### src/slpin_pkg.sv
/*
  Shared types and constants for the strap latch, LED and pin select block.
  Assumes one 25 MHz clock domain; no register bus.
*/
package slpin_pkg;

  // ==========================================================================
  // Timing
  // ==========================================================================
  localparam int CLK_PERIOD_NS = 40;
  // Activity blink half period, in microseconds
  localparam int BLINK_HALF_US = 80000;
  localparam int BLINK_HALF_CYC = (BLINK_HALF_US * 1000) / CLK_PERIOD_NS;
  localparam int BLINK_CNT_W = 22;

  // ==========================================================================
  // Strap defaults and levels
  // ==========================================================================
  localparam logic LVL_ON = 1'b1;
  localparam logic LVL_OFF = 1'b0;
  // Regulator-off strap has a pull-down: default is regulator enabled
  localparam logic REG_OFF_DEFAULT = 1'b0;
  // Interrupt-select strap has a pull-up: default is interrupt function
  localparam logic IRQSEL_DEFAULT = 1'b1;

  // ==========================================================================
  // Carriers
  // ==========================================================================
  typedef struct packed {
    logic regulator_off_strap;
    logic irq_function_select_strap;
  } slpin_straps_t;

  typedef struct packed {
    logic link_up;
    logic speed_100;
    logic isolated;
    logic activity;
    logic carrier;
    logic mii_mode;
  } slpin_core_t;

  typedef enum logic {
    SLPIN_PIN_IRQ,
    SLPIN_PIN_TXER
  } slpin_pinsel_t;

endpackage : slpin_pkg

### src/slpin_sync2.sv
/*
  Two flip-flop synchroniser for a bus of asynchronous levels.
  Assumes the inputs come from pins outside the clock domain.
*/
`timescale 1ns/10ps
module slpin_sync2 #(
  parameter int WIDTH = 1,
  parameter logic [WIDTH-1:0] RESET_VAL = '0
) (
  // Clock and reset
  input wire logic clk_in,
  input wire logic rst_b_in,
  // Levels
  input wire logic [WIDTH-1:0] async_in,
  output logic [WIDTH-1:0] sync_out
);

  logic [WIDTH-1:0] meta_ff;

  if (WIDTH < 1)
  begin : g_bad_width
    $error("slpin_sync2: WIDTH must be at least 1");
  end

  // First stage feeds only the second stage
  always_ff @(posedge clk_in or negedge rst_b_in)
  begin
    if (!rst_b_in)
    begin
      meta_ff <= RESET_VAL;
      sync_out <= RESET_VAL;
    end
    else
    begin
      meta_ff <= async_in;
      sync_out <= meta_ff;
    end
  end

endmodule : slpin_sync2

### src/slpin_top.sv
/*
  Strap latch, LED drive and shared pin select for a 10/100 transceiver.
  Assumes core status inputs are on clk_in; strap pins and the system reset
  pin are asynchronous and are synchronised here.
*/
`timescale 1ns/10ps

// How it works
// - In MII mode, carrier sense output follows carrier detection on the line.
// - Straps are captured at power-on and each system reset, held until next.
// - Activity LED is on with valid link and blinks while activity is seen.
// - Speed LED is on at 100 Mbps, off at 10 Mbps or when isolated.
// - Latched regulator-off strap high disables core regulator; low keeps it on.
// - Interrupt-select strap high selects interrupt pin, low selects TXER/TXD4.
module slpin_top #(
  parameter int BLINK_HALF = slpin_pkg::BLINK_HALF_CYC
) (
  // Clock and power-on reset
  input wire logic clk_in,
  input wire logic rst_b_in,
  // Board system reset, active low
  input wire logic system_reset_n_in,
  // Strap pins
  input wire slpin_pkg::slpin_straps_t straps_in,
  // Core status, same clock
  input wire slpin_pkg::slpin_core_t core_in,
  // Core interrupt request
  input wire logic core_irq_in,
  // Latched configuration
  output slpin_pkg::slpin_straps_t straps_latched_out,
  output logic regulator_enable_out,
  output slpin_pkg::slpin_pinsel_t pin_function_out,
  output logic straps_valid_out,
  // Pins
  output logic link_activity_led_out,
  output logic link_speed_led_out,
  output logic crs_out,
  output logic irq_out_n_out,
  output logic irq_out_n_oe_out
);
  import slpin_pkg::*;

  if (BLINK_HALF < 2 || BLINK_HALF >= (1 << BLINK_CNT_W))
  begin : g_bad_blink
    $error("slpin_top: BLINK_HALF out of range");
  end

  // ==========================================================================
  // Pin synchronisers
  // ==========================================================================
  localparam int SYNC_W = 1 + $bits(slpin_straps_t);
  localparam slpin_straps_t STRAPS_DEFAULT = '{regulator_off_strap: REG_OFF_DEFAULT,
                                              irq_function_select_strap: IRQSEL_DEFAULT};

  logic sys_rst_n_sync;
  slpin_straps_t straps_sync;
  logic [SYNC_W-1:0] sync_bus;

  // Reset pin and straps share one synchroniser so they age together
  slpin_sync2 #(.WIDTH(SYNC_W), .RESET_VAL({LVL_OFF, STRAPS_DEFAULT})) u_sync (
    .clk_in(clk_in),
    .rst_b_in(rst_b_in),
    .async_in({system_reset_n_in, straps_in}),
    .sync_out(sync_bus)
  );

  assign sys_rst_n_sync = sync_bus[SYNC_W-1];
  assign straps_sync = sync_bus[SYNC_W-2:0];

  // ==========================================================================
  // Strap latch
  // ==========================================================================
  // Any reset, power-on or system, holds the block and rearms the latch
  logic in_reset_ff;
  logic nxt_in_reset;
  slpin_straps_t straps_ff;
  logic capture;

  assign nxt_in_reset = !sys_rst_n_sync;
  assign capture = in_reset_ff && sys_rst_n_sync;

  always_ff @(posedge clk_in or negedge rst_b_in)
  begin
    if (!rst_b_in)
    begin
      in_reset_ff <= LVL_ON;
    end
    else
    begin
      in_reset_ff <= nxt_in_reset;
    end
  end

  // Captured at the release edge only; the pins are free afterwards
  always_ff @(posedge clk_in or negedge rst_b_in)
  begin
    if (!rst_b_in)
    begin
      straps_ff <= STRAPS_DEFAULT;
    end
    else if (capture)
    begin
      straps_ff <= straps_sync;
    end
  end

  assign straps_latched_out = straps_ff;
  assign straps_valid_out = !in_reset_ff;
  assign regulator_enable_out = !straps_ff.regulator_off_strap;
  assign pin_function_out = straps_ff.irq_function_select_strap ? SLPIN_PIN_IRQ : SLPIN_PIN_TXER;

  // ==========================================================================
  // Shared interrupt pin, open drain
  // ==========================================================================
  logic irq_drive_ff;

  always_ff @(posedge clk_in or negedge rst_b_in)
  begin
    if (!rst_b_in)
    begin
      irq_drive_ff <= LVL_OFF;
    end
    else
    begin
      irq_drive_ff <= (pin_function_out == SLPIN_PIN_IRQ) && !in_reset_ff && core_irq_in;
    end
  end

  assign irq_out_n_out = LVL_OFF;
  assign irq_out_n_oe_out = irq_drive_ff;

  // ==========================================================================
  // LEDs and carrier sense
  // ==========================================================================
  logic [BLINK_CNT_W-1:0] blink_cnt_ff;
  logic blink_phase_ff;
  logic led_act_ff;
  logic led_spd_ff;
  logic crs_ff;
  logic blink_wrap;

  assign blink_wrap = (blink_cnt_ff == BLINK_CNT_W'(BLINK_HALF - 1));

  // Blink timer runs only during activity so each burst starts with a lit phase
  always_ff @(posedge clk_in or negedge rst_b_in)
  begin
    if (!rst_b_in)
    begin
      blink_cnt_ff <= '0;
      blink_phase_ff <= LVL_OFF;
    end
    else if (!core_in.activity || in_reset_ff)
    begin
      blink_cnt_ff <= '0;
      blink_phase_ff <= LVL_OFF;
    end
    else if (blink_wrap)
    begin
      blink_cnt_ff <= '0;
      blink_phase_ff <= !blink_phase_ff;
    end
    else
    begin
      blink_cnt_ff <= blink_cnt_ff + BLINK_CNT_W'(1);
    end
  end

  always_ff @(posedge clk_in or negedge rst_b_in)
  begin
    if (!rst_b_in)
    begin
      led_act_ff <= LVL_OFF;
      led_spd_ff <= LVL_OFF;
      crs_ff <= LVL_OFF;
    end
    else
    begin
      led_act_ff <= !in_reset_ff && core_in.link_up && !blink_phase_ff;
      led_spd_ff <= !in_reset_ff && core_in.speed_100 && !core_in.isolated;
      crs_ff <= !in_reset_ff && core_in.mii_mode && core_in.carrier;
    end
  end

  assign link_activity_led_out = led_act_ff;
  assign link_speed_led_out = led_spd_ff;
  assign crs_out = crs_ff;
endmodule : slpin_top

### config.mk
export PLATFORM = sky130hd
export DESIGN_NAME = slpin_top
export DESIGN_NICKNAME = d
export VERILOG_FILES = /design/src/slpin_pkg.sv /design/src/slpin_sync2.sv /design/src/slpin_top.sv
export SDC_FILE = /design/constraint.sdc
export NUM_CORES = 1
export LEC_CHECK = 0
export BUFFER_PORTS_ARGS = -buffer_cell sky130_fd_sc_hd__buf_4
export CORE_ASPECT_RATIO = 2
export CORE_MARGIN = 3
export CORE_UTILIZATION = 50
export DETAILED_ROUTE_END_ITERATION = 16
export GPL_ROUTABILITY_DRIVEN = 0
export PLACE_DENSITY = 0.73
export SLEW_MARGIN = 30
export SYNTH_ARGS = -nofsm -noshare
export SYNTH_HDL_FRONTEND = slang
export SYNTH_SLANG_ARGS = --single-unit
### constraint.sdc
create_clock -name clk_in -period 1.83 [get_ports clk_in]
set_input_delay 0.2745 -clock clk_in [delete_from_list [all_inputs] [get_ports clk_in]]
set_output_delay 0.2745 -clock clk_in [all_outputs]
set_load 0.01 [all_outputs]
==> flow_summary.toml, run 1 <==
[routing]
via_per_inst = 5.64
wl_mm = 3.25
ant_nets = 0
drt_first_iter_violations = 24
dr.pass1.iters = 4
vias = 1246
wire_per_inst_um = 14.7
drc = 0

[timing]
fin_crit_ns = 1.78
setup_tns_ns = 0
skew_ns = 0.00277
finalCritPeriodShare_pct = 97.2
fmax_mhz = 562
setup_viol = 0
rsz0062_at_grt = "false"
hold_viol = 0
slew_violations = 0

[clock_network]
clock_sinks = 36
htreeDepth = 2
cts_root_buf = "clkbuf_8"
clk_pin_slew_ns = 0.07
clk_path_buf_depth = 2
numCtsBuffers = 5
clk_latency_ns = 0.28
tritoncts = "yes"

[worst_hold_path]
min_path_type = "in -> reg"
hold_depth = 1

[yosys]
synth_area_mm2 = 0.00159
async_flop_share_pct = 100
syn_inst = 151
ys_warn_count = 0
ys_seq_area_share_pct = 57.1
yosys_register_bits = 36
syn_nets = 164
synth-main-ff-cell = "dfrtp_1"
synth_area_per_cell_um2 = 10.5
synth_edf_count = 0
synth_cell_types = 35

[layout]
final_nets = 203
areaGrowthSynthToFinish_pct = 27.7
n_antenna_cell = 0
layout-drive-gt1-share_pct = 31.4
fill_cells = 237
final_util_pct = 67.3

[critical_path]
ff2ff_path_depth = 5
critical_path.endpoint_type = "register"
cp.arrival_ns = 1.99
start_kind = "register"
path_class = "reg -> reg"
cp.required_ns = 2.04
critPathMaxFanout = 4

[pwr]
p_per_area_mw_per_mm2 = 799
p_leak_uw = 0.000869
irDropWorstVdd_mv = 0.583

[placement]
port_buffers = 20
dp_hpwl_mm = 2.38

[global_routing]
grt.overflow.total = 0
antenna_found_initial = 0
grt_max_degree = 37
first_global_vias = 1257
track_usage_pct = 18.3
grt_pass1_wl_mm = 5.35

[floorplan]
core_area_mm2 = 0.00301
fp.dieW_um = 45.8
die_area_mm2 = 0.00393
start_util_pct = 52.7
io_pins = 22
num_rows = 28
fp.dieH_um = 85.7

[run]
cap_violations = 0

[run_status]
status = "completed"
power breakdown:
part	total, uW	internal (uW)	switching (uW)
Clock	682	403	279
Sequential	833	821	12.1
Combinational	106	53.4	52.1
routing by layer:
layer | track usage, % | up-vias | wire (um)
met4 | 6.99 | 0 | 61
met3 | 4.20 | 8 | 82
met2 | 32.3 | 20 | 1910
met1 | 19.9 | 616 | 1200
li1 | - | 602 | -
met5 | 0 | - | 0
critical path: stages, from the launching register on:
cell and delay (ns):
dfrtp_1 0.38, nand3_2 0.12, buf_4 0.16, or4_4 0.49, or4_4 0.42, a21oi_1 0.13
final cells by class:
cell class / instances / area (um^2) / share of cell area (%)
clock buffers: 5 / 68.8 / 3.39
clock inverters: 3 / 42.5 / 2.10
inverters: 6 / 22.5 / 1.11
multi-input cells: 106 / 686 / 33.8
flip-flops and latches: 36 / 906 / 44.7
well taps: 30 / 37.5 / 1.85
repair buffers: 35 / 265 / 13.1
layout by cell type, fill, tap and decap left out, types with 3 or more instances in the layout:
| cell type | instances |
|---|---|
| buf_4 | 34 |
| and3_1 | 5 |
| nand3_2 | 4 |
| nor3_1 | 3 |
| or3_1 | 3 |
| nand2_1 | 11 |
| nor2_1 | 16 |
| xnor2_1 | 8 |
| a21oi_1 | 7 |
| nor4_1 | 3 |
| or4_4 | 3 |
| inv_1 | 6 |
| xor2_1 | 4 |
| clkbuf_8 | 5 |
| o21ai_0 | 5 |
| nand3_1 | 8 |
| dfstp_2 | 4 |
| dfrtp_1 | 32 |
through the flow:
stage | worst slack [ns] | cells | hold slack, ns | cell area, um^2 | total power (uW)
global placement | 0.0522 | 209 | 0.245 | 1860 | 949
floorplan | 0.0267 | 151 | -0.0211 | 1610 | 884
CTS | 0.0145 | 218 | 0.0884 | 1990 | 1640
finish | 0.0513 | 221 | 0.0963 | 2030 | 1620
global route | 0.00490 | 221 | 0.0840 | 2030 | 1680
detailed placement | -0.0312 | 209 | 0.258 | 1860 | 953
synth_stat cells (2+ instances only):
library cell | instances | area (um^2)
or3_1 | 3 | 18.8
nor4b_1 | 2 | 17.5
inv_1 | 6 | 22.5
and2_1 | 2 | 12.5
mux2_2 | 2 | 22.5
nand3_2 | 2 | 20.0
nand4b_1 | 2 | 17.5
nor2_1 | 16 | 60.1
xnor2_1 | 8 | 70.1
nor4_1 | 3 | 18.8
or4_1 | 4 | 30.0
dfrtp_1 | 32 | 801
xor2_1 | 4 | 35.0
dfstp_2 | 4 | 105
nor3_1 | 3 | 15.0
nand3_1 | 10 | 50.1
nand2_1 | 11 | 41.3
o31ai_1 | 2 | 15.0
nor3b_1 | 2 | 15.0
a21oi_1 | 8 | 40.0
and3_1 | 5 | 31.3
nand4_1 | 2 | 12.5
o21ai_0 | 6 | 30.0
cell families after synthesis:
group / Yosys count / synth area share (%)
other: 1 / 0.236
XOR/XNOR: 12 / 6.62
multiplexers: 2 / 1.42
adder cells (fa/ha/maj): 1 / 0.788
flip-flops: 36 / 57.1
AND/OR/NAND/NOR: 72 / 25.3
AO/OA/AOI/OAI: 18 / 6.15
buffers and inverters: 9 / 2.44
flip-flops by register name, summed over array words and instances, names as in the netlist, 2 cells and up:
register	cells
u_sync.meta_ff	3
straps_latched_out	2
blink_cnt_ff	22
u_sync.sync_out	3
worst paths after layout:
kind,from,end,slack (ns)
min in group asynchronous,rst_b_in,blink_cnt_ff[15],0.48
max in group asynchronous,rst_b_in,u_sync.meta_ff[0],1.00
worst min-delay path,system_reset_n_in,u_sync.meta_ff[2],0.1
worst max-delay path,blink_cnt_ff[9],blink_cnt_ff[16],0.05
worst min register to register,u_sync.meta_ff[2],u_sync.sync_out[2],0.35
worst max register to register,blink_cnt_ff[9],blink_cnt_ff[16],0.05
timing repair:
item                                   in CTS  in global routing
gates resized for setup                     3                  4
pin swaps                                   2                  1
endpoints found under the hold margin      32                  0
buffers inserted                            0                  3
hold buffers                                1                  0
setup endpoints to repair                   2                  4
Note: power is estimated with default switching activity, not from simulation.
==> run 2, diff against run 1 <==
==> constraint.sdc (replaced) <==
create_clock -name clk_in -period 1.83 [get_ports clk_in]
set_input_delay 0.549 -clock clk_in [delete_from_list [all_inputs] [get_ports clk_in]]
set_output_delay 0.549 -clock clk_in [all_outputs]
set_load 0.01 [all_outputs]
==> run 2 against run 1 <==
Effect of this change:
- cell count decreased by 0.90%
- die area unchanged
- global-route usage rose by 0.12 points
- first-iteration DRC count fell by 50%
- combinational power about the same
- largest power group unchanged
- critical endpoint unchanged
- critical path type unchanged
- utilization down 0.75 points
==> flow_summary.toml, run 2 (synthesis results as in run 1) <==
[clock_network]
clock_sinks = 36
clk_pin_slew_ns = 0.07
cts_root_buf = "clkbuf_8"
clk_latency_ns = 0.28
numCtsBuffers = 5
tritoncts = "yes"
htreeDepth = 2
holdBufCountCts = 0
clk_path_buf_depth = 2

[global_routing]
grt.overflow.total = 0
track_usage_pct = 18.4
grt_max_degree = 37
antenna_found_initial = 0
first_global_vias = 1249
grt_pass1_wl_mm = 5.39

[floorplan]
die_area_mm2 = 0.00393
io_pins = 22
core_area_mm2 = 0.00301
num_rows = 28
fp.dieH_um = 85.7
start_util_pct = 52.7
fp.dieW_um = 45.8

[timing]
hold_viol = 0
setup_viol = 0
finalWorstSetupSlack_ns = 0.0204
slew_violations = 0
skew_ns = 0.00281
finalCritPeriodShare_pct = 98.9
fin_crit_ns = 1.81
fmax_mhz = 553
setup_tns_ns = 0
rsz0062_at_grt = "true"

[run_status]
status = "completed"

[layout]
areaGrowthSynthToFinish_pct = 26.3
largest_register_ff_count = 22
final_common_cell = "buf_4"
reg_top3 = "blink_cnt_ff x22, u_sync.meta_ff x3, u_sync.sync_out x3"
final_util_pct = 66.6
n_antenna_cell = 0
final_nets = 201
layout-drive-gt1-share_pct = 30.7
regMostFlops = "blink_cnt_ff"
final_cell_mix = "buf_4 (33), dfrtp_1 (32), nor2_1 (16)"

[run]
cap_violations = 0

[worst_hold_path]
min_path_type = "in -> async"

[critical_path]
ff2ff_path_depth = 5
start_kind = "register"
r2r_start = "blink_cnt_ff[0]"
worstReg2RegEnd = "blink_cnt_ff[16]"
cp.arrival_ns = 2.02
cp.required_ns = 2.04
ff2ff_setup_slack_ns = 0.02
critical_path.endpoint_type = "register"
path_class = "reg -> reg"
critPathMaxFanout = 3

[pwr]
p_int_uw = 1280
p_clk_share_pct = 42.1
switching_share_pct = 21.2
p_per_area_mw_per_mm2 = 807
p_switching_uw = 343
p_leak_uw = 0.000859
comb_power_share_pct = 6.4
seqPwrFrac_pct = 51.5
irDropWorstVdd_mv = 0.583

[routing]
drt_first_iter_violations = 12
wire_per_inst_um = 14.8
via_per_inst = 5.68
dr.pass1.iters = 5
wl_met1_mm = 1.17
wl_met3_um = 85
ant_nets = 0
wl_met2_mm = 1.92
wl_mm = 3.23
top_layer_used = "met4"
vias = 1245
drc = 0

[placement]
dp_hpwl_mm = 2.38
post-place-ws_ns = -0.0312
port_buffers = 20
==> run 2: changes by cell type in the layout (fill, tap and decap cells not counted) <==
cell / previous run / this run
nand3_2: 4 / 3
buf_4: 34 / 33
dlygate4sd3_1: 1 / 0
nand3_1: 8 / 9
==> run 2: layout make-up <==
cell class,count,area (um^2)
Inverter,6,22.5
Clock inverter,3,42.5
Sequential cell,36,906
Tap cell,30,37.5
Multi-Input combinational cell,106,681
Fill cell,240,1010
Timing Repair Buffer,33,248
Clock buffer,5,68.8
==> run 2: per-layer routing <==
layer / global-route usage [%] / vias up
met5: 0 / -
met4: 7.25 / 0
met3: 4.20 / 6
met2: 32.3 / 18
met1: 20.2 / 621
li1: - / 600
==> run 2: worst max-delay path: stages (launching register included) <==
cell and delay, ns:
dfrtp_1 0.43, ha_4 0.16, nand3_2 0.09, or4_4 0.51, or4_4 0.42, a21oi_1 0.13
==> run 2: repair_timing <==
action,CTS,global route
setup buffers,0,2
endpoints found under the setup margin,2,4
hold endpoints to repair,0,0
pin swaps,2,0
resized for setup,3,3
==> run 2: through the flow <==
| stage | area [um^2] | std cells | power [uW] | hold WS (ns) |
|---|---|---|---|---|
| final | 2010 | 219 | 1620 | 0.204 |
| after global routing | 2010 | 219 | 1680 | 0.238 |
| after CTS | 1980 | 217 | 1640 | 0.224 |
| after detailed placement | 1860 | 209 | 953 | 0.336 |
| after global placement | 1860 | 209 | 949 | 0.332 |
| after floorplan | 1610 | 151 | 884 | 0.253 |
==> run 2: worst max path at each step <==
stage                          start               end  slack, ns
finish               blink_cnt_ff[0]  blink_cnt_ff[16]       0.02
global route         blink_cnt_ff[0]  blink_cnt_ff[16]      -0.03
CTS                  blink_cnt_ff[0]  blink_cnt_ff[16]       0.01
detailed placement  blink_cnt_ff[10]  blink_cnt_ff[19]      -0.03
global placement     blink_cnt_ff[0]  blink_cnt_ff[14]       0.05
floorplan            blink_cnt_ff[0]  blink_cnt_ff[14]       0.03
==> run 2: power by group through the flow <==
stage	logic [uW]	registers (uW)	clock network, uW
4_1_cts	105	834	700
3_3_place_gp	101	847	0
2_1_floorplan	31.4	852	0
6_report	103	833	682
5_1_grt	115	836	724
3_5_place_dp	105	849	0
==> run 3, diff against run 2 <==
--- a/config.mk
+++ b/config.mk
@@ -8,10 +8,10 @@
 export BUFFER_PORTS_ARGS = -buffer_cell sky130_fd_sc_hd__buf_4
 export CORE_ASPECT_RATIO = 2
 export CORE_MARGIN = 3
-export CORE_UTILIZATION = 50
+export CORE_UTILIZATION = 55
 export DETAILED_ROUTE_END_ITERATION = 16
 export GPL_ROUTABILITY_DRIVEN = 0
-export PLACE_DENSITY = 0.73
+export PLACE_DENSITY = 0.76
 export SLEW_MARGIN = 30
 export SYNTH_ARGS = -nofsm -noshare
 export SYNTH_HDL_FRONTEND = slang
==> constraint.sdc (replaced) <==
create_clock -name clk_in -period 2.05 [get_ports clk_in]
set_input_delay 0.615 -clock clk_in [delete_from_list [all_inputs] [get_ports clk_in]]
set_output_delay 0.615 -clock clk_in [all_outputs]
set_load 0.01 [all_outputs]
==> run 3 against run 2 <==
Effect of this change:
- power fell by 16%
- first-iteration DRC count increased by 83%
- critical path depth decreased by 1
- die area shrank 8.2%
- sequential share of layout area grew 2.6 points
- via count is 0.96% higher
- clock skew grew 0.0055 ns
- final area fell by 5.4%
- non-clock buffer count is 7 lower
- combinational power down 11%
- register-to-register slack improved by 0.11 ns
- wire length decreased by 0.62%
- critical path type unchanged
- critical endpoint is now blink_cnt_ff[19]
- largest cell class unchanged
- largest power group unchanged
==> flow_summary.toml, run 3 (synthesis results as in run 1) <==
[layout]
layout-drive-gt1-share_pct = 24.2
finalInstanceArea_mm2 = 0.00190
reg_top3 = "blink_cnt_ff x22, u_sync.meta_ff x3, u_sync.sync_out x3"
final_cell_mix = "dfrtp_1 (32), buf_4 (26), nor2_1 (16)"
final_common_cell = "dfrtp_1"
final_nets = 194
largest_register_ff_count = 22
areaGrowthSynthToFinish_pct = 19.5
n_antenna_cell = 0
regMostFlops = "blink_cnt_ff"
final_cells = 211
fill_cells = 217

[pwr]
p_clk_share_pct = 38.3
switching_share_pct = 22.4
p_switching_uw = 304
irDropWorstVdd_mv = 0.474
comb_power_share_pct = 6.8
p_per_area_mw_per_mm2 = 715
p_leak_uw = 0.000811
seqPwrFrac_pct = 54.9
p_int_uw = 1050

[placement]
dp_hpwl_mm = 2.35
place_area_mm2 = 0.00180
placed_cells = 202
post-place-ws_ns = 0.0706
port_buffers = 20

[critical_path]
ff2ff_setup_slack_ns = 0.13
r2r_start = "blink_cnt_ff[7]"
start_kind = "register"
critical_path.endpoint_type = "register"
cp.required_ns = 2.27
worstReg2RegEnd = "blink_cnt_ff[19]"
cp.arrival_ns = 2.14
path_class = "reg -> reg"
critPathMaxFanout = 8
ff2ff_path_depth = 4

[clock_network]
clk_latency_ns = 0.29
numCtsBuffers = 5
clk_path_buf_depth = 2
htreeDepth = 2
holdBufCountCts = 0
cts_root_buf = "clkbuf_8"
tritoncts = "yes"
clk_pin_slew_ns = 0.07
clock_sinks = 36
cts_resized = 0

[floorplan]
fp.dieW_um = 44.0
die_area_mm2 = 0.00361
start_util_pct = 57.3
fp.dieH_um = 82.0
num_rows = 27
core_area_mm2 = 0.00277
io_pins = 22

[routing]
ant_nets = 0
wire_per_inst_um = 15.2
vias = 1257
wl_mm = 3.21
via_per_inst = 5.96
dr.pass1.iters = 4
drt_first_iter_violations = 22
drc = 0

[timing]
rsz0062_at_grt = "false"
fin_crit_ns = 1.92
finalCritPeriodShare_pct = 93.7
fmax_mhz = 521
hold_viol = 0
slew_violations = 0
setup_tns_ns = 0
setup_viol = 0
skew_ns = 0.00829
hold_ws_ns = 0.268
finalWorstSetupSlack_ns = 0.129

[global_routing]
grt_max_degree = 37
track_usage_pct = 20.4
grt.overflow.total = 0
grt_pass1_wl_mm = 5.43
antenna_found_initial = 0
first_global_vias = 1286

[run]
cap_violations = 0

[worst_hold_path]
min_path_type = "in -> async"

[run_status]
status = "completed"
[run 3: cell types whose count changed in the layout (fill, tap and decap cells not counted), sizes merged]
cell / change
clkinv: -1
clkbuf: +2
buf: -7
bufinv: -1
[run 3: area by class of cell]
cell class	count	area [um^2]	area share [%]
clock buffer	7	86.3	4.55
clock inverter	1	7.51	0.396
inverter	6	22.5	1.19
multi-input combinational	106	643	33.9
sequential	36	906	47.8
tap	29	36.3	1.91
timing repair buffer	26	195	10.3
[run 3: power groups by stage]
stage | Combinational [uW] | Sequential (uW) | Clock [uW]
2_1_floorplan | 27.4 | 760 | 0
3_3_place_gp | 88.9 | 755 | 0
3_5_place_dp | 91.8 | 758 | 0
4_1_cts | 91.9 | 744 | 530
5_1_grt | 101 | 746 | 549
6_report | 92.0 | 744 | 520
[run 3: worst max-delay path: stages, from the launching register on]
cell and delay [ns]:
dfrtp_1 0.44, nand3_2 0.16, or4_1 0.66, or4_1 0.45, a21oi_1 0.15
[run 3: worst max path at each step]
stage / depth (start not counted) / slack [ns] / startpoint / endpoint
final: 4 / 0.13 / blink_cnt_ff[7] / blink_cnt_ff[19]
after global routing: 4 / 0.002 / blink_cnt_ff[7] / blink_cnt_ff[19]
after CTS: 5 / 0.06 / blink_cnt_ff[0] / blink_cnt_ff[16]
after detailed placement: 5 / 0.07 / blink_cnt_ff[0] / blink_cnt_ff[16]
after global placement: 5 / 0.14 / blink_cnt_ff[0] / blink_cnt_ff[16]
after floorplan: 5 / 0.09 / blink_cnt_ff[0] / blink_cnt_ff[16]
[run 3: what timing repair did]
action | 4_1_cts | 5_1_grt
setup endpoints to repair | 0 | 2
hold endpoints to repair | 0 | 0
setup buffers | 0 | 1
[run 3: routing by layer]
metal	global-route usage, %	part of all wire (%)	vias up
met2	34.8	56	33
li1	-	-	589
met3	5.04	3.3	20
met4	14.8	5.6	0
met1	20.7	35	615
met5	0	0	-
[run 3: metrics by stage]
step,total power [uW],utilization [%]
final,1360,68.5
after global routing,1400,68.5
after CTS,1370,68.2
after detailed placement,850,64.8
after global placement,844,64.8
after floorplan,787,-
